--- config.mk ---
export PLATFORM = sky130hd
export DESIGN_NAME = ramp_fault_regs
export DESIGN_NICKNAME = d
export VERILOG_FILES = /design/src/rtl/ramp_fault_pkg.sv /design/src/rtl/ramp_fault_regs.sv /design/src/rtl/ramp_setting_store.sv /design/src/rtl/fault_summary_merge.sv
export SDC_FILE = /design/constraint.sdc
export NUM_CORES = 1
export LEC_CHECK = 0
export BUFFER_PORTS_ARGS = -buffer_cell sky130_fd_sc_hd__buf_4
export CAP_MARGIN = 15
export CORE_ASPECT_RATIO = 0.7
export CORE_UTILIZATION = 50
export DETAILED_ROUTE_END_ITERATION = 10
export GPL_TIMING_DRIVEN = 0
export PLACE_DENSITY = 0.75
export SETUP_SLACK_MARGIN = 0.15
export SLEW_MARGIN = 30
export SYNTH_ARGS = -nofsm -noshare
export SYNTH_HDL_FRONTEND = slang
export SYNTH_SLANG_ARGS = --single-unit
--- constraint.sdc ---
create_clock -name clock_i -period 10.3 [get_ports clock_i]
set_clock_uncertainty 0.2 [all_clocks]
set_input_delay 2.06 -clock clock_i [delete_from_list [all_inputs] [get_ports clock_i]]
set_output_delay 2.06 -clock clock_i [all_outputs]
set_load 0.05 [all_outputs]
--- src/rtl/ramp_fault_pkg.sv ---
// Constants for the ramp timing and fault summary register block.
// Assumes a command layer that delivers whole decoded transactions.
package ramp_fault_pkg;
    localparam logic [7:0]  CODE_CLEAR_FAULTS = 8'h03;
    localparam logic [7:0]  CODE_RISE         = 8'h61;
    localparam logic [7:0]  CODE_OFF_DELAY    = 8'h64;
    localparam logic [7:0]  CODE_FALL         = 8'h65;
    localparam logic [7:0]  CODE_SUM_SHORT    = 8'h78;
    localparam logic [7:0]  CODE_SUM_FULL     = 8'h79;
    localparam logic [7:0]  CODE_COMMIT       = 8'hE7;

    localparam logic [15:0] RISE_RESET  = 16'h01F4;
    localparam logic [15:0] DELAY_RESET = 16'h0000;
    localparam logic [15:0] FALL_RESET  = 16'h01F4;

    localparam int          RAMP_MAX_US    = 10000;
    localparam int          DELAY_MAX_US   = 100000;
    localparam int          DELAY_UNIT_US  = 10;
    localparam logic [15:0] RAMP_MAX       = 16'(RAMP_MAX_US);
    localparam logic [15:0] DELAY_MAX      =
        16'(DELAY_MAX_US / DELAY_UNIT_US);

    localparam int SB_UNUSED  = 7;
    localparam int SB_OFF     = 6;
    localparam int SB_VOUT_OV = 5;
    localparam int SB_IOUT_OC = 4;
    localparam int SB_VIN_UV  = 3;
    localparam int SB_TEMP    = 2;
    localparam int SB_CML     = 1;
    localparam int SB_OTHER   = 0;
    localparam int SW_VOUT    = 15;
    localparam int SW_IOUT    = 14;
    localparam int SW_INPUT   = 13;
    localparam int SW_MFR     = 12;
    localparam int SW_PG_N    = 11;
    localparam int SW_UNUSED_HI = 10;
    localparam int SW_UNUSED_LO = 7;

    localparam int DET_VOUT_OV  = 7;
    localparam int DET_IOUT_OC  = 7;
    localparam int DET_VIN_UV   = 4;
    localparam int DET_OT_WARN  = 6;
    localparam int CML_BAD_CMD  = 7;
    localparam int CML_BAD_DATA = 6;
endpackage : ramp_fault_pkg

--- src/rtl/ramp_fault_regs.sv ---
// Command-addressed ramp timing settings and global fault summaries.
// Assumes a command layer handing over one decoded transaction per cycle;
// the ramp generator and detailed status registers live outside.
`timescale 1ns/100ps
module ramp_fault_regs #(
    parameter int NOUT = 2
) (
    input  wire logic                              clock_i,
    input  wire logic                              rst_i,
    input  wire logic                              cmd_valid_i,
    input  wire logic                              cmd_write_i,
    input  wire logic [7:0]                        cmd_code_i,
    input  wire logic [$clog2(NOUT)-1:0]           cmd_page_i,
    input  wire logic [15:0]                       cmd_wdata_i,
    input  wire logic [NOUT-1:0][7:0]              vout_status_i,
    input  wire logic [NOUT-1:0][7:0]              iout_status_i,
    input  wire logic [7:0]                        input_status_i,
    input  wire logic [7:0]                        temp_status_i,
    input  wire logic [7:0]                        cml_ext_i,
    input  wire logic [7:0]                        mfr_status_i,
    input  wire logic [NOUT-1:0]                   power_off_i,
    input  wire logic [NOUT-1:0]                   power_good_i,
    input  wire logic                              other_event_i,
    output logic                                   rd_valid_o,
    output logic      [15:0]                       rd_data_o,
    output logic                                   nak_o,
    output logic                                   commit_o,
    output logic      [NOUT-1:0][15:0]             rise_time_o,
    output logic      [NOUT-1:0][15:0]             off_delay_o,
    output logic      [NOUT-1:0][15:0]             fall_time_o,
    output logic      [7:0]                        cml_status_o,
    output logic      [7:0]                        status_byte_o,
    output logic      [15:0]                       status_word_o,
    output logic                                   alert_o,
    output logic                                   temp_warn_o
);
    import ramp_fault_pkg::*;

    localparam int PAGE_W = $clog2(NOUT);

    generate
        if (NOUT < 2 || NOUT > 4) begin : g_bad_nout
            $error("ramp_fault_regs: NOUT must be 2 to 4");
        end
    endgenerate

    // Code recognised at all, in either direction
    function automatic logic known_code(input logic [7:0] code);
        return code inside {CODE_CLEAR_FAULTS, CODE_RISE, CODE_OFF_DELAY,
                            CODE_FALL, CODE_SUM_SHORT, CODE_SUM_FULL,
                            CODE_COMMIT};
    endfunction : known_code

    // Send-only commands carry no data to read back
    function automatic logic send_only(input logic [7:0] code);
        return code inside {CODE_CLEAR_FAULTS, CODE_COMMIT};
    endfunction : send_only

    function automatic logic paged_code(input logic [7:0] code);
        return code inside {CODE_RISE, CODE_OFF_DELAY, CODE_FALL};
    endfunction : paged_code

    function automatic logic [15:0] limit_of(input logic [7:0] code);
        return (code == CODE_OFF_DELAY) ? DELAY_MAX : RAMP_MAX;
    endfunction : limit_of

    logic                  bad_cmd;
    logic                  bad_data;
    logic                  wr_rise;
    logic                  wr_delay;
    logic                  wr_fall;
    logic                  commit_fire;
    logic                  clear_fire;
    logic                  rd_fire;
    logic                  cml_bad_cmd;
    logic                  cml_bad_data;
    logic [NOUT-1:0][15:0] rise_pending;
    logic [NOUT-1:0][15:0] delay_pending;
    logic [NOUT-1:0][15:0] fall_pending;
    logic [15:0]           next_rd_data;

    // Transaction decode
    always_comb begin
        bad_cmd     = 1'b0;
        bad_data    = 1'b0;
        wr_rise     = 1'b0;
        wr_delay    = 1'b0;
        wr_fall     = 1'b0;
        commit_fire = 1'b0;
        clear_fire  = 1'b0;
        rd_fire     = 1'b0;
        if (cmd_valid_i) begin
            if (!known_code(cmd_code_i) ||
                (!cmd_write_i && send_only(cmd_code_i))) begin
                bad_cmd = 1'b1;
            end else if (paged_code(cmd_code_i) &&
                         32'(cmd_page_i) >= NOUT) begin
                bad_data = 1'b1;
            end else if (!cmd_write_i) begin
                rd_fire = 1'b1;
            end else if (paged_code(cmd_code_i) &&
                         cmd_wdata_i > limit_of(cmd_code_i)) begin
                // Out-of-range settings never reach the ramp generator
                bad_data = 1'b1;
            end else begin
                unique case (cmd_code_i)
                    CODE_RISE:         wr_rise     = 1'b1;
                    CODE_OFF_DELAY:    wr_delay    = 1'b1;
                    CODE_FALL:         wr_fall     = 1'b1;
                    CODE_COMMIT:       commit_fire = 1'b1;
                    CODE_CLEAR_FAULTS: clear_fire  = 1'b1;
                    default:           ;
                endcase
            end
        end
    end

    ramp_setting_store #(
        .NOUT      (NOUT),
        .PAGE_W    (PAGE_W),
        .RESET_VAL (RISE_RESET)
    ) u_rise (
        .clock_i   (clock_i),
        .rst_i     (rst_i),
        .wr_i      (wr_rise),
        .page_i    (cmd_page_i),
        .wdata_i   (cmd_wdata_i),
        .commit_i  (commit_fire),
        .direct_i  (1'b0),
        .pending_o (rise_pending),
        .active_o  (rise_time_o)
    );

    // The turn-off delay has no commit step and applies at once
    ramp_setting_store #(
        .NOUT      (NOUT),
        .PAGE_W    (PAGE_W),
        .RESET_VAL (DELAY_RESET)
    ) u_delay (
        .clock_i   (clock_i),
        .rst_i     (rst_i),
        .wr_i      (wr_delay),
        .page_i    (cmd_page_i),
        .wdata_i   (cmd_wdata_i),
        .commit_i  (commit_fire),
        .direct_i  (1'b1),
        .pending_o (delay_pending),
        .active_o  (off_delay_o)
    );

    ramp_setting_store #(
        .NOUT      (NOUT),
        .PAGE_W    (PAGE_W),
        .RESET_VAL (FALL_RESET)
    ) u_fall (
        .clock_i   (clock_i),
        .rst_i     (rst_i),
        .wr_i      (wr_fall),
        .page_i    (cmd_page_i),
        .wdata_i   (cmd_wdata_i),
        .commit_i  (commit_fire),
        .direct_i  (1'b0),
        .pending_o (fall_pending),
        .active_o  (fall_time_o)
    );

    // Own communication errors; a new error beats a same-cycle clear
    always_ff @(posedge clock_i or posedge rst_i) begin
        if (rst_i) begin
            cml_bad_cmd  <= 1'b0;
            cml_bad_data <= 1'b0;
        end else begin
            cml_bad_cmd  <= bad_cmd | (cml_bad_cmd & ~clear_fire);
            cml_bad_data <= bad_data | (cml_bad_data & ~clear_fire);
        end
    end

    always_ff @(posedge clock_i or posedge rst_i) begin
        if (rst_i) begin
            cml_status_o <= 8'h00;
        end else begin
            cml_status_o <= cml_ext_i;
            cml_status_o[CML_BAD_CMD]  <= cml_bad_cmd |
                                          cml_ext_i[CML_BAD_CMD];
            cml_status_o[CML_BAD_DATA] <= cml_bad_data |
                                          cml_ext_i[CML_BAD_DATA];
        end
    end

    fault_summary_merge #(
        .NOUT           (NOUT)
    ) u_merge (
        .clock_i        (clock_i),
        .rst_i          (rst_i),
        .vout_status_i  (vout_status_i),
        .iout_status_i  (iout_status_i),
        .input_status_i (input_status_i),
        .temp_status_i  (temp_status_i),
        .cml_status_i   (cml_status_o),
        .mfr_status_i   (mfr_status_i),
        .power_off_i    (power_off_i),
        .power_good_i   (power_good_i),
        .other_event_i  (other_event_i),
        .status_byte_o  (status_byte_o),
        .status_word_o  (status_word_o)
    );

    // Read-back shows pending settings, so a host can verify before commit
    always_comb begin
        next_rd_data = 16'h0000;
        unique case (cmd_code_i)
            CODE_RISE:      next_rd_data = rise_pending[cmd_page_i];
            CODE_OFF_DELAY: next_rd_data = delay_pending[cmd_page_i];
            CODE_FALL:      next_rd_data = fall_pending[cmd_page_i];
            CODE_SUM_SHORT: next_rd_data = {8'h00, status_byte_o};
            CODE_SUM_FULL:  next_rd_data = status_word_o;
            default:        next_rd_data = 16'h0000;
        endcase
    end

    always_ff @(posedge clock_i or posedge rst_i) begin
        if (rst_i) begin
            rd_valid_o <= 1'b0;
            rd_data_o  <= 16'h0000;
        end else begin
            rd_valid_o <= rd_fire;
            if (rd_fire) begin
                rd_data_o <= next_rd_data;
            end
        end
    end

    always_ff @(posedge clock_i or posedge rst_i) begin
        if (rst_i) begin
            nak_o    <= 1'b0;
            commit_o <= 1'b0;
        end else begin
            nak_o    <= bad_cmd | bad_data;
            commit_o <= commit_fire;
        end
    end

    // Off alone is normal when disabled, so it raises no alert
    always_ff @(posedge clock_i or posedge rst_i) begin
        if (rst_i) begin
            alert_o     <= 1'b0;
            temp_warn_o <= 1'b0;
        end else begin
            alert_o     <= |(status_word_o & ~(16'h0001 << SB_OFF));
            temp_warn_o <= temp_status_i[DET_OT_WARN];
        end
    end
endmodule : ramp_fault_regs

--- src/rtl/ramp_setting_store.sv ---
// Per-output ramp setting with a pending copy and an applied copy.
// Assumes writes arrive already range-checked by the command decoder.
`timescale 1ns/100ps
module ramp_setting_store #(
    parameter int          NOUT      = 2,
    parameter int          PAGE_W    = 1,
    parameter logic [15:0] RESET_VAL = 16'h0000
) (
    input  wire logic                        clock_i,
    input  wire logic                        rst_i,
    input  wire logic                        wr_i,
    input  wire logic [PAGE_W-1:0]           page_i,
    input  wire logic [15:0]                 wdata_i,
    input  wire logic                        commit_i,
    input  wire logic                        direct_i,
    output logic      [NOUT-1:0][15:0]       pending_o,
    output logic      [NOUT-1:0][15:0]       active_o
);
    genvar g;
    generate
        for (g = 0; g < NOUT; g++) begin : g_out
            always_ff @(posedge clock_i or posedge rst_i) begin
                if (rst_i) begin
                    pending_o[g] <= RESET_VAL;
                end else if (wr_i && page_i == PAGE_W'(g)) begin
                    pending_o[g] <= wdata_i;
                end
            end
            // Direct settings bypass commit; others wait for it
            always_ff @(posedge clock_i or posedge rst_i) begin
                if (rst_i) begin
                    active_o[g] <= RESET_VAL;
                end else if (direct_i && wr_i && page_i == PAGE_W'(g)) begin
                    active_o[g] <= wdata_i;
                end else if (commit_i) begin
                    active_o[g] <= pending_o[g];
                end
            end
        end
    endgenerate
endmodule : ramp_setting_store

--- src/rtl/fault_summary_merge.sv ---
// Merges detailed status of all NOUT outputs into the two summaries.
// Assumes detailed status bits are levels held by their owners.
`timescale 1ns/100ps
module fault_summary_merge
    import ramp_fault_pkg::*;
#(
    parameter int NOUT = 2
) (
    input  wire logic                  clock_i,
    input  wire logic                  rst_i,
    input  wire logic [NOUT-1:0][7:0]  vout_status_i,
    input  wire logic [NOUT-1:0][7:0]  iout_status_i,
    input  wire logic [7:0]            input_status_i,
    input  wire logic [7:0]            temp_status_i,
    input  wire logic [7:0]            cml_status_i,
    input  wire logic [7:0]            mfr_status_i,
    input  wire logic [NOUT-1:0]       power_off_i,
    input  wire logic [NOUT-1:0]       power_good_i,
    input  wire logic                  other_event_i,
    output logic      [7:0]            status_byte_o,
    output logic      [15:0]           status_word_o
);
    logic [7:0]  next_byte;
    logic [15:0] next_word;

    always_comb begin
        next_byte = 8'h00;
        next_word = 16'h0000;
        for (int i = 0; i < NOUT; i++) begin
            next_byte[SB_VOUT_OV] |= vout_status_i[i][DET_VOUT_OV];
            next_byte[SB_IOUT_OC] |= iout_status_i[i][DET_IOUT_OC];
            next_word[SW_VOUT]    |= |vout_status_i[i];
            next_word[SW_IOUT]    |= |iout_status_i[i];
        end
        next_byte[SB_OFF]    = |power_off_i;
        next_byte[SB_VIN_UV] = input_status_i[DET_VIN_UV];
        next_byte[SB_TEMP]   = |temp_status_i;
        next_byte[SB_CML]    = |cml_status_i;
        next_byte[SB_OTHER]  = other_event_i;
        next_word[7:0]       = next_byte;
        next_word[SW_INPUT]  = |input_status_i;
        next_word[SW_MFR]    = |mfr_status_i;
        next_word[SW_PG_N]   = ~&power_good_i;
    end

    always_ff @(posedge clock_i or posedge rst_i) begin
        if (rst_i) begin
            status_byte_o <= 8'h00;
            status_word_o <= 16'h0000;
        end else begin
            status_byte_o <= next_byte;
            status_word_o <= next_word;
        end
    end
endmodule : fault_summary_merge

# After elaboration in Yosys (flattened, before gate mapping)
# Index checks and enable logic that the tools add are counted.
# W data, S select, Z words.
[word_totals]
regBits = 242
inputBits = 98
output_inout_bits = 149
wordCells = 118
[classes]
order_cmp = 2
eq_ne = 7
n_mux = 45
n_bitwise = 13
n_reduce_logical = 28
[ops]
columns = ["cell", "count"]
rows = [
  ["$mux W16", 10],
  ["$pmux W16 S5", 1],
  ["$reduce_or A8 Y1", 8],
  ["$eq A8 B7 Y1 const B", 5],
  ["$mux W1", 34],
  ["$gt A16 B14 Y1 const B", 1],
  ["$reduce_or A11 Y1", 1],
  ["$or A1 B1 Y1", 9],
  ["$eq A8 B2 Y1 const B", 1],
  ["$eq A8 B8 Y1 const B", 1],
  ["$logic_and A1 B1 Y1", 8],
  ["$reduce_bool A7 Y1", 1],
  ["$reduce_bool A2 Y1", 3],
  ["$logic_not A1 Y1", 3],
  ["$reduce_bool A3 Y1", 1],
  ["$and A1 B1 Y1", 2],
  ["$lt A1 B2 Y1 const B", 1],
  ["$not A1 Y1", 2],
  ["$reduce_and A2 Y1", 1],
  ["$reduce_or A2 Y1", 1],
  ["$logic_or A1 B1 Y1", 1],
]

# Logic depth before layout (Yosys ltp)
# Gate-level depths: netlist of the first run.
[depth]
word_depth = 10
ltp_mapped = 7
depth_no_buf = 5

# By module
# Synthesis of the first run repeated with hierarchy kept, for this count alone.
[unflattened]
cells_unflattened = 883
hier_area_um2 = 11723.7
[by_module_without_submodules]
columns = ["module", "n_inst", "cells_each", "area_each_um2", "seq_area_each_um2"]
rows = [
  ["ramp_setting_store (u_fall ...)", 2, 197, 2930.3, 1631.6],
  ["ramp_setting_store (u_delay)", 1, 197, 2900.3, 1601.5],
  ["ramp_fault_regs", 1, 240, 2402.3, 775.7],
  ["fault_summary_merge", 1, 52, 560.5, 300.3],
]

# Least setup slack after synthesis of the first run
# OpenSTA, ideal clock, no wires.
[synth_timing]
path_type = "input port to flip-flop"
from = "input cmd_wdata_i[11]"
to = "register u_fall.pending_o[16] (netlist name)"
arrival_time_ns = 3.776
t_required_ns = 9.975
path_slack_ns = 6.199
path_stages = 7
path_buffers = 2
cell_sequence = "buf_4 -> or2_2 -> o311ai_4 -> a31oi_4 -> nand4_4 -> buf_6 -> mux2_4"
[synth_between]
elab_chain_cells = 7
[synth_rtl]
columns = ["element", "line", "source"]
rows = [
  ["start: declaration", "ramp_fault_regs.sv:14", "input wire logic [15:0] cmd_wdata_i,"],
  ["$gt A16 B14 Y1", "ramp_fault_regs.sv:102", "cmd_wdata_i > limit_of(cmd_code_i)) begin"],
  ["$logic_and A1 B1 Y1", "ramp_fault_regs.sv:101", "end else if (paged_code(cmd_code_i) &&"],
  ["$mux W1", "ramp_fault_regs.sv:101", ""],
  ["$mux W1", "ramp_fault_regs.sv:99", "end else if (!cmd_write_i) begin"],
  ["$mux W1", "ramp_fault_regs.sv:93", "if (!known_code(cmd_code_i) ||"],
  ["$mux W1", "ramp_fault_regs.sv:92", "if (cmd_valid_i) begin"],
  ["$logic_and A1 B1 Y1", "ramp_setting_store.sv:25", "end else if (wr_i && page_i == PAGE_W'(g)) begin"],
  ["end signal: indexed assignment", "ramp_setting_store.sv:26", "pending_o[g] <= wdata_i;"],
  ["end: declaration", "ramp_setting_store.sv:16", "output logic [NOUT-1:0][15:0] pending_o,"],
]
# Every way passes these cells.
# A chain may end at the register's enable or synchronous reset.

# Worst setup path after layout of the first run
[layout_timing]
from = "input cmd_wdata_i[4]"
to = "register u_delay.active_o[1] (netlist name)"
[layout_between]
elab_chain_cells = 8
word_cells_on_any_way = 13
[layout_rtl]
columns = ["element", "line", "source"]
rows = [
  ["$gt A16 B14 Y1 *", "ramp_fault_regs.sv:102", ""],
  ["$logic_and A1 B1 Y1 *", "ramp_fault_regs.sv:101", ""],
  ["$mux W1", "ramp_fault_regs.sv:101", ""],
  ["$mux W1", "ramp_fault_regs.sv:99", ""],
  ["$mux W1", "ramp_fault_regs.sv:93", ""],
  ["$mux W1", "ramp_fault_regs.sv:92", ""],
  ["$logic_and A1 B1 Y1", "ramp_setting_store.sv:33", "end else if (direct_i && wr_i && page_i == PAGE_W'(g)) begin"],
  ["$mux W16 or $reduce_bool A2 Y1 (tied branches)", "--", ""],
  ["end signal: indexed assignment", "ramp_setting_store.sv:34", "active_o[g] <= wdata_i;"],
  ["end signal: indexed assignment", "ramp_setting_store.sv:36", "active_o[g] <= pending_o[g];"],
  ["end: declaration", "ramp_setting_store.sv:17", "output logic [NOUT-1:0][15:0] active_o"],
]
# Mark *: on every way between the ends. The rest lies on a longest branch, timed or not.

==> results of run 1 <==
-- per-stage QoR --
stage / cell area, um^2 / hold slack (ns)
final: 13000 / 0.267
after global routing: 13000 / 0.271
after CTS: 13000 / 0.271
after detailed placement: 12300 / 0.256
after global placement: 12200 / 0.254
after floorplan: 10100 / 0.239
-- cell type report --
| cell class | instances | area (um^2) | area share, % |
|---|---|---|---|
| multi-input cells | 481 | 3800 | 29.2 |
| clock inverters | 9 | 70.1 | 0.538 |
| flip-flops and latches | 235 | 5940 | 45.6 |
| clock buffers | 33 | 643 | 4.94 |
| well taps | 270 | 338 | 2.59 |
| plain buffers | 55 | 315 | 2.42 |
| repair buffers | 240 | 1840 | 14.1 |
| inverters | 18 | 75.1 | 0.577 |
-- sequential cells by signal, indices dropped and copies added (netlist names), 6 cells and up --
name                   flops
rd_data_o                 16
u_merge.status_word_o      6
u_delay.active_o          32
u_rise.pending_o          32
u_delay.pending_o         32
u_fall.pending_o          32
u_merge.status_byte_o      6
cml_status_o               8
u_fall.active_o           32
u_rise.active_o           32
-- per-layer routing --
metal  share of wire, %  GRT usage, %  vias to the layer above
li1                   -             -                     3346
met1                 47          44.8                     3795
met2                 43          41.8                      330
met3                7.9          6.16                       52
met4                2.2          6.47                        0
met5                  0             0                        -
-- kinds of logic after synthesis --
| kind of cell | after synthesis | share of synthesized area, % |
|---|---|---|
| other cells | 1 | 0.0371 |
| buf+inv | 73 | 3.78 |
| mux | 171 | 19.7 |
| simple gates | 182 | 9.66 |
| compound gates | 123 | 8.05 |
| flops | 235 | 58.8 |
-- where the power goes --
part	internal, uW	total, uW	switching (uW)
sequential	948	967	19.3
combinational	74.7	222	147
clock	441	805	363
total	1460	1990	530
-- layout by cell type (no fill, tap or decap), drive strengths merged, types with 2 or more instances in the layout --
master	synthesis	layout
clkbuf	21	55
conb	1	5
mux2	122	122
clkinv	0	3
a22oi	16	16
inv	18	21
nand3	12	12
o2bb2ai	4	4
nor4	21	21
nand2	69	69
nor2	37	37
dfrtp	187	187
or2	8	8
o21ai	50	50
mux4	4	4
mux2i	45	45
a221oi	14	14
nor3	5	5
and2	12	12
buf	34	273
a222oi	3	3
a21oi	25	25
a31oi	3	3
a311oi	2	2
nor2b	4	4
nand4	7	7
clkinvlp	0	3
dfstp	48	48
-- cell usage after synthesis, types with 3 or more instances --
| library cell | n | share of area [%] |
|---|---|---|
| buf_1 | 3 | 0.11 |
| o21ai_1 | 4 | 0.20 |
| nor4_1 | 19 | 1.2 |
| inv_1 | 18 | 0.67 |
| a222oi_1 | 3 | 0.30 |
| and2_2 | 4 | 0.30 |
| nand2_1 | 69 | 2.6 |
| a22oi_1 | 16 | 1.2 |
| mux2_2 | 102 | 11 |
| buf_6 | 4 | 0.45 |
| and2_1 | 7 | 0.43 |
| a21oi_1 | 25 | 1.2 |
| nor2_1 | 37 | 1.4 |
| mux2i_1 | 45 | 4.5 |
| mux2_4 | 20 | 3.0 |
| or2_2 | 8 | 0.50 |
| clkbuf_1 | 20 | 0.74 |
| dfstp_2 | 48 | 12 |
| a221oi_1 | 14 | 1.2 |
| buf_2 | 10 | 0.50 |
| dfrtp_1 | 187 | 46 |
| nor2b_1 | 4 | 0.25 |
| nor3_1 | 3 | 0.15 |
| mux4_2 | 4 | 0.89 |
| nand4_1 | 5 | 0.31 |
| o21ai_0 | 46 | 2.3 |
| buf_4 | 17 | 1.3 |
| nand3_1 | 10 | 0.50 |
| o2bb2ai_1 | 4 | 0.35 |
-- final timing paths --
check / endpoint / slack (ns)
setup / recovery: u_delay.active_o[1]$_DFFE_PP0P_ / 5.87
hold / removal: cml_status_o[6]$_DFF_PP0_ / 0.27
setup reg to reg: rd_data_o[14]$_DFFE_PP0P_ / 8.65
hold reg to reg: cml_status_o[6]$_DFF_PP0_ / 0.27
max in group asynchronous: u_fall.active_o[6]$_DFFE_PP1P_ / 7.32
min in group asynchronous: u_rise.active_o[27]$_DFFE_PP0P_ / 1.38
==> out/qor.yml, run 1 <==
synth.yosys.seq_area_share_pct: 58.8
async_flop_share_pct: 100
grt_max_degree: 94
grt_pass1_wl_mm: 44.5
fp.dieW_um: 172
power.density_nw_per_um2: 153
max-vdd-ir-drop_mv: 0.107
drive_gt1_share_pct: 47.6
ctsLongestPathBuffers: 3
dp_slack_ns: 5.48
slew_violations: 0
clock.fmax_ghz: 0.226
arrival_ns: 4.60
cts.repair.resized: 0
numCtsBuffers: 23
n_antenna_cell: 0
die-area_um2: 20800
first_global_vias: 7276
crit_fanout: 10
dp.cells: 1299
cp_cell_sequence: "buf_4 -> nor4_1 -> o311ai_4 -> a311oi_2 -> buf_1 -> o21ai_0"
port_buffers: 238
finalSetupViolations: 0
htreeDepth: 1
path_buf_inv: 2
synth_flop_cell: "dfrtp_1"
min_path_cells: 1
drt-initial-drc-count: 730
core_um2: 19800
cp-start-kind: "input port"
nets: 1152
cts.clk_slew.worst_paths_ns: 0.06
vias_per_cell: 5.61
postRouteAntennaNets: 0
post-route-period-util_pct: 43.0
route.detailed.drc: 0
tightest_slew_ns: 0.899
holdBufCountCts: 0
routabilityCongestion: 0.953
finalNonFillerCells: 1341
rr_worst_depth: 4
hold_class: "reg2reg"
grt-ovfl-total: 0
start_util_pct: 51.0
finalCriticalPeriod_ns: 4.43
grt_usage_pct: 29.0
vias: 7523
startpoint: "cmd_wdata_i[4]"
cts_sinks: 235
final_core_util_pct: 65.8
cts_setup_buffers: 0
ys_warn_count: 0
critPathMaxStageDelay_ns: 0.79
finalPower_uw: 1990
antenna_found_initial: 0
path_class: "in2reg"
dr.pass1.iters: 5
finalSetupTns_ns: 0
yosysUniqueCellTypes: 53
cp_top_family: "compound AO/OA/AOI/OAI gates"
tritoncts: "built"
path_depth: 6
drt-total-wl_mm: 29.6
synth_edf_count: 0
syn_area_um2: 10100
rows: 43
p_leak_uw: 0.00627
ys_ff_latch: 235
hold_viol_final: 0
worstHoldStart: "cml_bad_data$_DFF_PP0_"
io_pins: 247
syn_inst: 785
clockRootBuffer: "clkbuf_16"
dpl.hpwl_mm: 21.8
fill_cells: 1570
setup_slack_ns: 5.87
synth_area_per_cell_um2: 12.9
endpoint_kind: "flip-flop"
dieHeight_um: 121
cap_violations: 0
post_drt_wl_per_cell_um: 22.1
status: "complete, no violations"
r2r_start: "u_rise.pending_o[30]$_DFFE_PP0P_"
slew_headroom_pct: 39.5
clk_latency_ns: 0.52
grt_setup_unrepaired: "no"
slowest_stage: "nor4_1"
worstPathRequired_ns: 10.47
area_delta_synth_final_pct: 28.9
Note: power is estimated with default switching activity, not from simulation.
==> run 2: changes to the inputs <==
- clock period: 10.3 -> 4.55 ns (I/O delays scaled with it)
==> out/qor.yml, run 2 (synthesis results as in run 1) <==
rrSetupSlack_ns: 2.91  # -5.74 ns
multi_input_area_um2: 3800  # unchanged
die-area_um2: 20800  # unchanged
antenna_found_initial: 0  # unchanged
finalCriticalPeriod_ns: 3.20
cp-start-kind: "input port"
hold_viol_final: 0  # unchanged
grt_max_degree: 32  # -66%
post-route-period-util_pct: 70.3
arrival_ns: 3.43  # -1.17 ns
ctsLongestPathBuffers: 3  # unchanged
grt_pass1_wl_mm: 44.9  # +0.84%
clock.fmax_ghz: 0.313
critPathMaxStageDelay_ns: 0.77  # -0.02 ns
hold-worst-slack_ns: 0.170  # -0.0979 ns
nets: 1157  # +0.43%
tightest_slew_ns: 0.867  # -0.0317 ns
clk_latency_ns: 0.51  # about the same
fill_cells: 1517  # -3.4%
slew_violations: 0  # unchanged
dr.pass1.iters: 5  # unchanged
drt-initial-drc-count: 644  # -12%
max-vdd-ir-drop_mv: 0.270  # +150%
status: "complete, no violations"
endpoint_kind: "flip-flop"
rows: 43  # unchanged
cts.repair.resized: 0  # unchanged
drt-total-wl_mm: 30.0  # +1.2%
dpl.hpwl_mm: 22.4  # +3.0%
final-seq-area_um2: 5940  # unchanged
path_class: "in2reg"
clockRootBuffer: "clkbuf_16"
port_buffers: 238  # unchanged
cts_sinks: 235  # unchanged
vias: 7573  # +0.66%
layout_commonest_cell: "buf_4"
first_global_vias: 7242  # -0.47%
grt_setup_unrepaired: "no"
crit_fanout: 10  # unchanged
r2r_start: "u_rise.pending_o[30]$_DFFE_PP0P_"
slew_headroom_pct: 41.6  # +2.1 points
post_drt_wl_per_cell_um: 22.3  # +0.85%
hold_class: "in2async"
n_antenna_cell: 0  # unchanged
cts_setup_buffers: 0  # unchanged
routabilityCongestion: 0.949  # -0.38%
r2r-end: "rd_data_o[14]$_DFFE_PP0P_"
holdBufCountCts: 0  # unchanged
start_util_pct: 51.0  # unchanged
drive_gt1_share_pct: 48.1  # +0.47 points
htreeDepth: 1  # unchanged
cp_cell_sequence: "buf_4 -> nor4_1 -> o311ai_4 -> a311oi_1 -> clkbuf_1 -> nand2_1 -> o21ai_0"
tritoncts: "built"
worstPathRequired_ns: 4.78  # -5.69 ns
slowest_stage: "nor4_1"
final_core_util_pct: 66.7  # +0.90 points
power.density_nw_per_um2: 357  # +130%
grt-ovfl-total: 0  # unchanged
finalSetupViolations: 0  # unchanged
route.detailed.drc: 0  # unchanged
io_pins: 247  # unchanged
startpoint: "cmd_wdata_i[4]"
vias_per_cell: 5.63  # +0.37%
final_cell_mix: "255 x buf_4, 187 x dfrtp_1, 102 x mux2_2"
cts.clk_slew.worst_paths_ns: 0.07  # about the same
fp.dieW_um: 172  # unchanged
rr_worst_depth: 4  # unchanged
p_leak_uw: 0.00636  # +1.5%
area_delta_synth_final_pct: 30.6
cap_violations: 0  # unchanged
numCtsBuffers: 22  # -4.3%
grt_usage_pct: 29.3  # +0.30 points
core_um2: 19800  # unchanged
finalPower_uw: 4710  # +140%
postRouteAntennaNets: 0  # unchanged
dieHeight_um: 121  # unchanged
run 2: cell types whose count changed in the layout (fill, tap and decap cells not counted), sizes merged:
cell,previous run,this run
buf,273,280
bufinv,0,4
clkbuf,55,51
clkinv,3,6
clkinvlp,3,1
inv,21,17
run 2: through the flow:
stage	cells	instance area, um^2	setup WS [ns]	setup TNS [ns]
floorplan	789	10100	0.401	0
global placement	1297	12200	-0.986	-179.11
detailed placement	1305	12400	0.903	0
CTS	1345	13200	1.42	0
global route	1345	13200	1.27	0
finish	1345	13200	1.35	0
run 2: worst max-delay path by stage:
stage                                        to  slack [ns]
2_1_floorplan                 alert_o$_DFF_PP0_        0.40
3_3_place_gp    u_fall.active_o[17]$_DFFE_PP0P_       -0.99
3_5_place_dp    u_delay.active_o[9]$_DFFE_PP0P_        0.90
4_1_cts        u_delay.active_o[27]$_DFFE_PP0P_        1.42
5_1_grt        u_delay.active_o[22]$_DFFE_PP0P_        1.27
6_report       u_delay.active_o[27]$_DFFE_PP0P_        1.35
run 2: power by group:
| part | internal [uW] | switching [uW] | total [uW] |
|---|---|---|---|
| clock network | 1200 | 802 | 2010 |
| registers | 2150 | 44.6 | 2190 |
| logic | 178 | 336 | 514 |
| total | 3530 | 1180 | 4710 |
run 2: critical path: cells and delay by family:
kind | cells | cell delay [ns]
buffers and inverters | 2 | 0.74
AOI/OAI and AO/OA | 3 | 0.83
and+or+nand+nor | 2 | 0.94
run 2: layout make-up:
class	instances	area share [%]
sequential	235	45.0
multi-input combinational	481	28.8
tap	270	2.56
buffer	55	2.39
inverter	18	0.540
clock inverter	10	1.19
clock buffer	30	4.79
timing repair buffer	246	14.8
run 2: layer usage:
layer / routed length, um / track usage, % / vias up
met5: 0 / 0 / -
met3: 1900 / 4.40 / 39
met2: 13400 / 42.7 / 306
li1: - / - / 3358
met1: 14100 / 46.2 / 3870
met4: 539 / 6.19 / 0
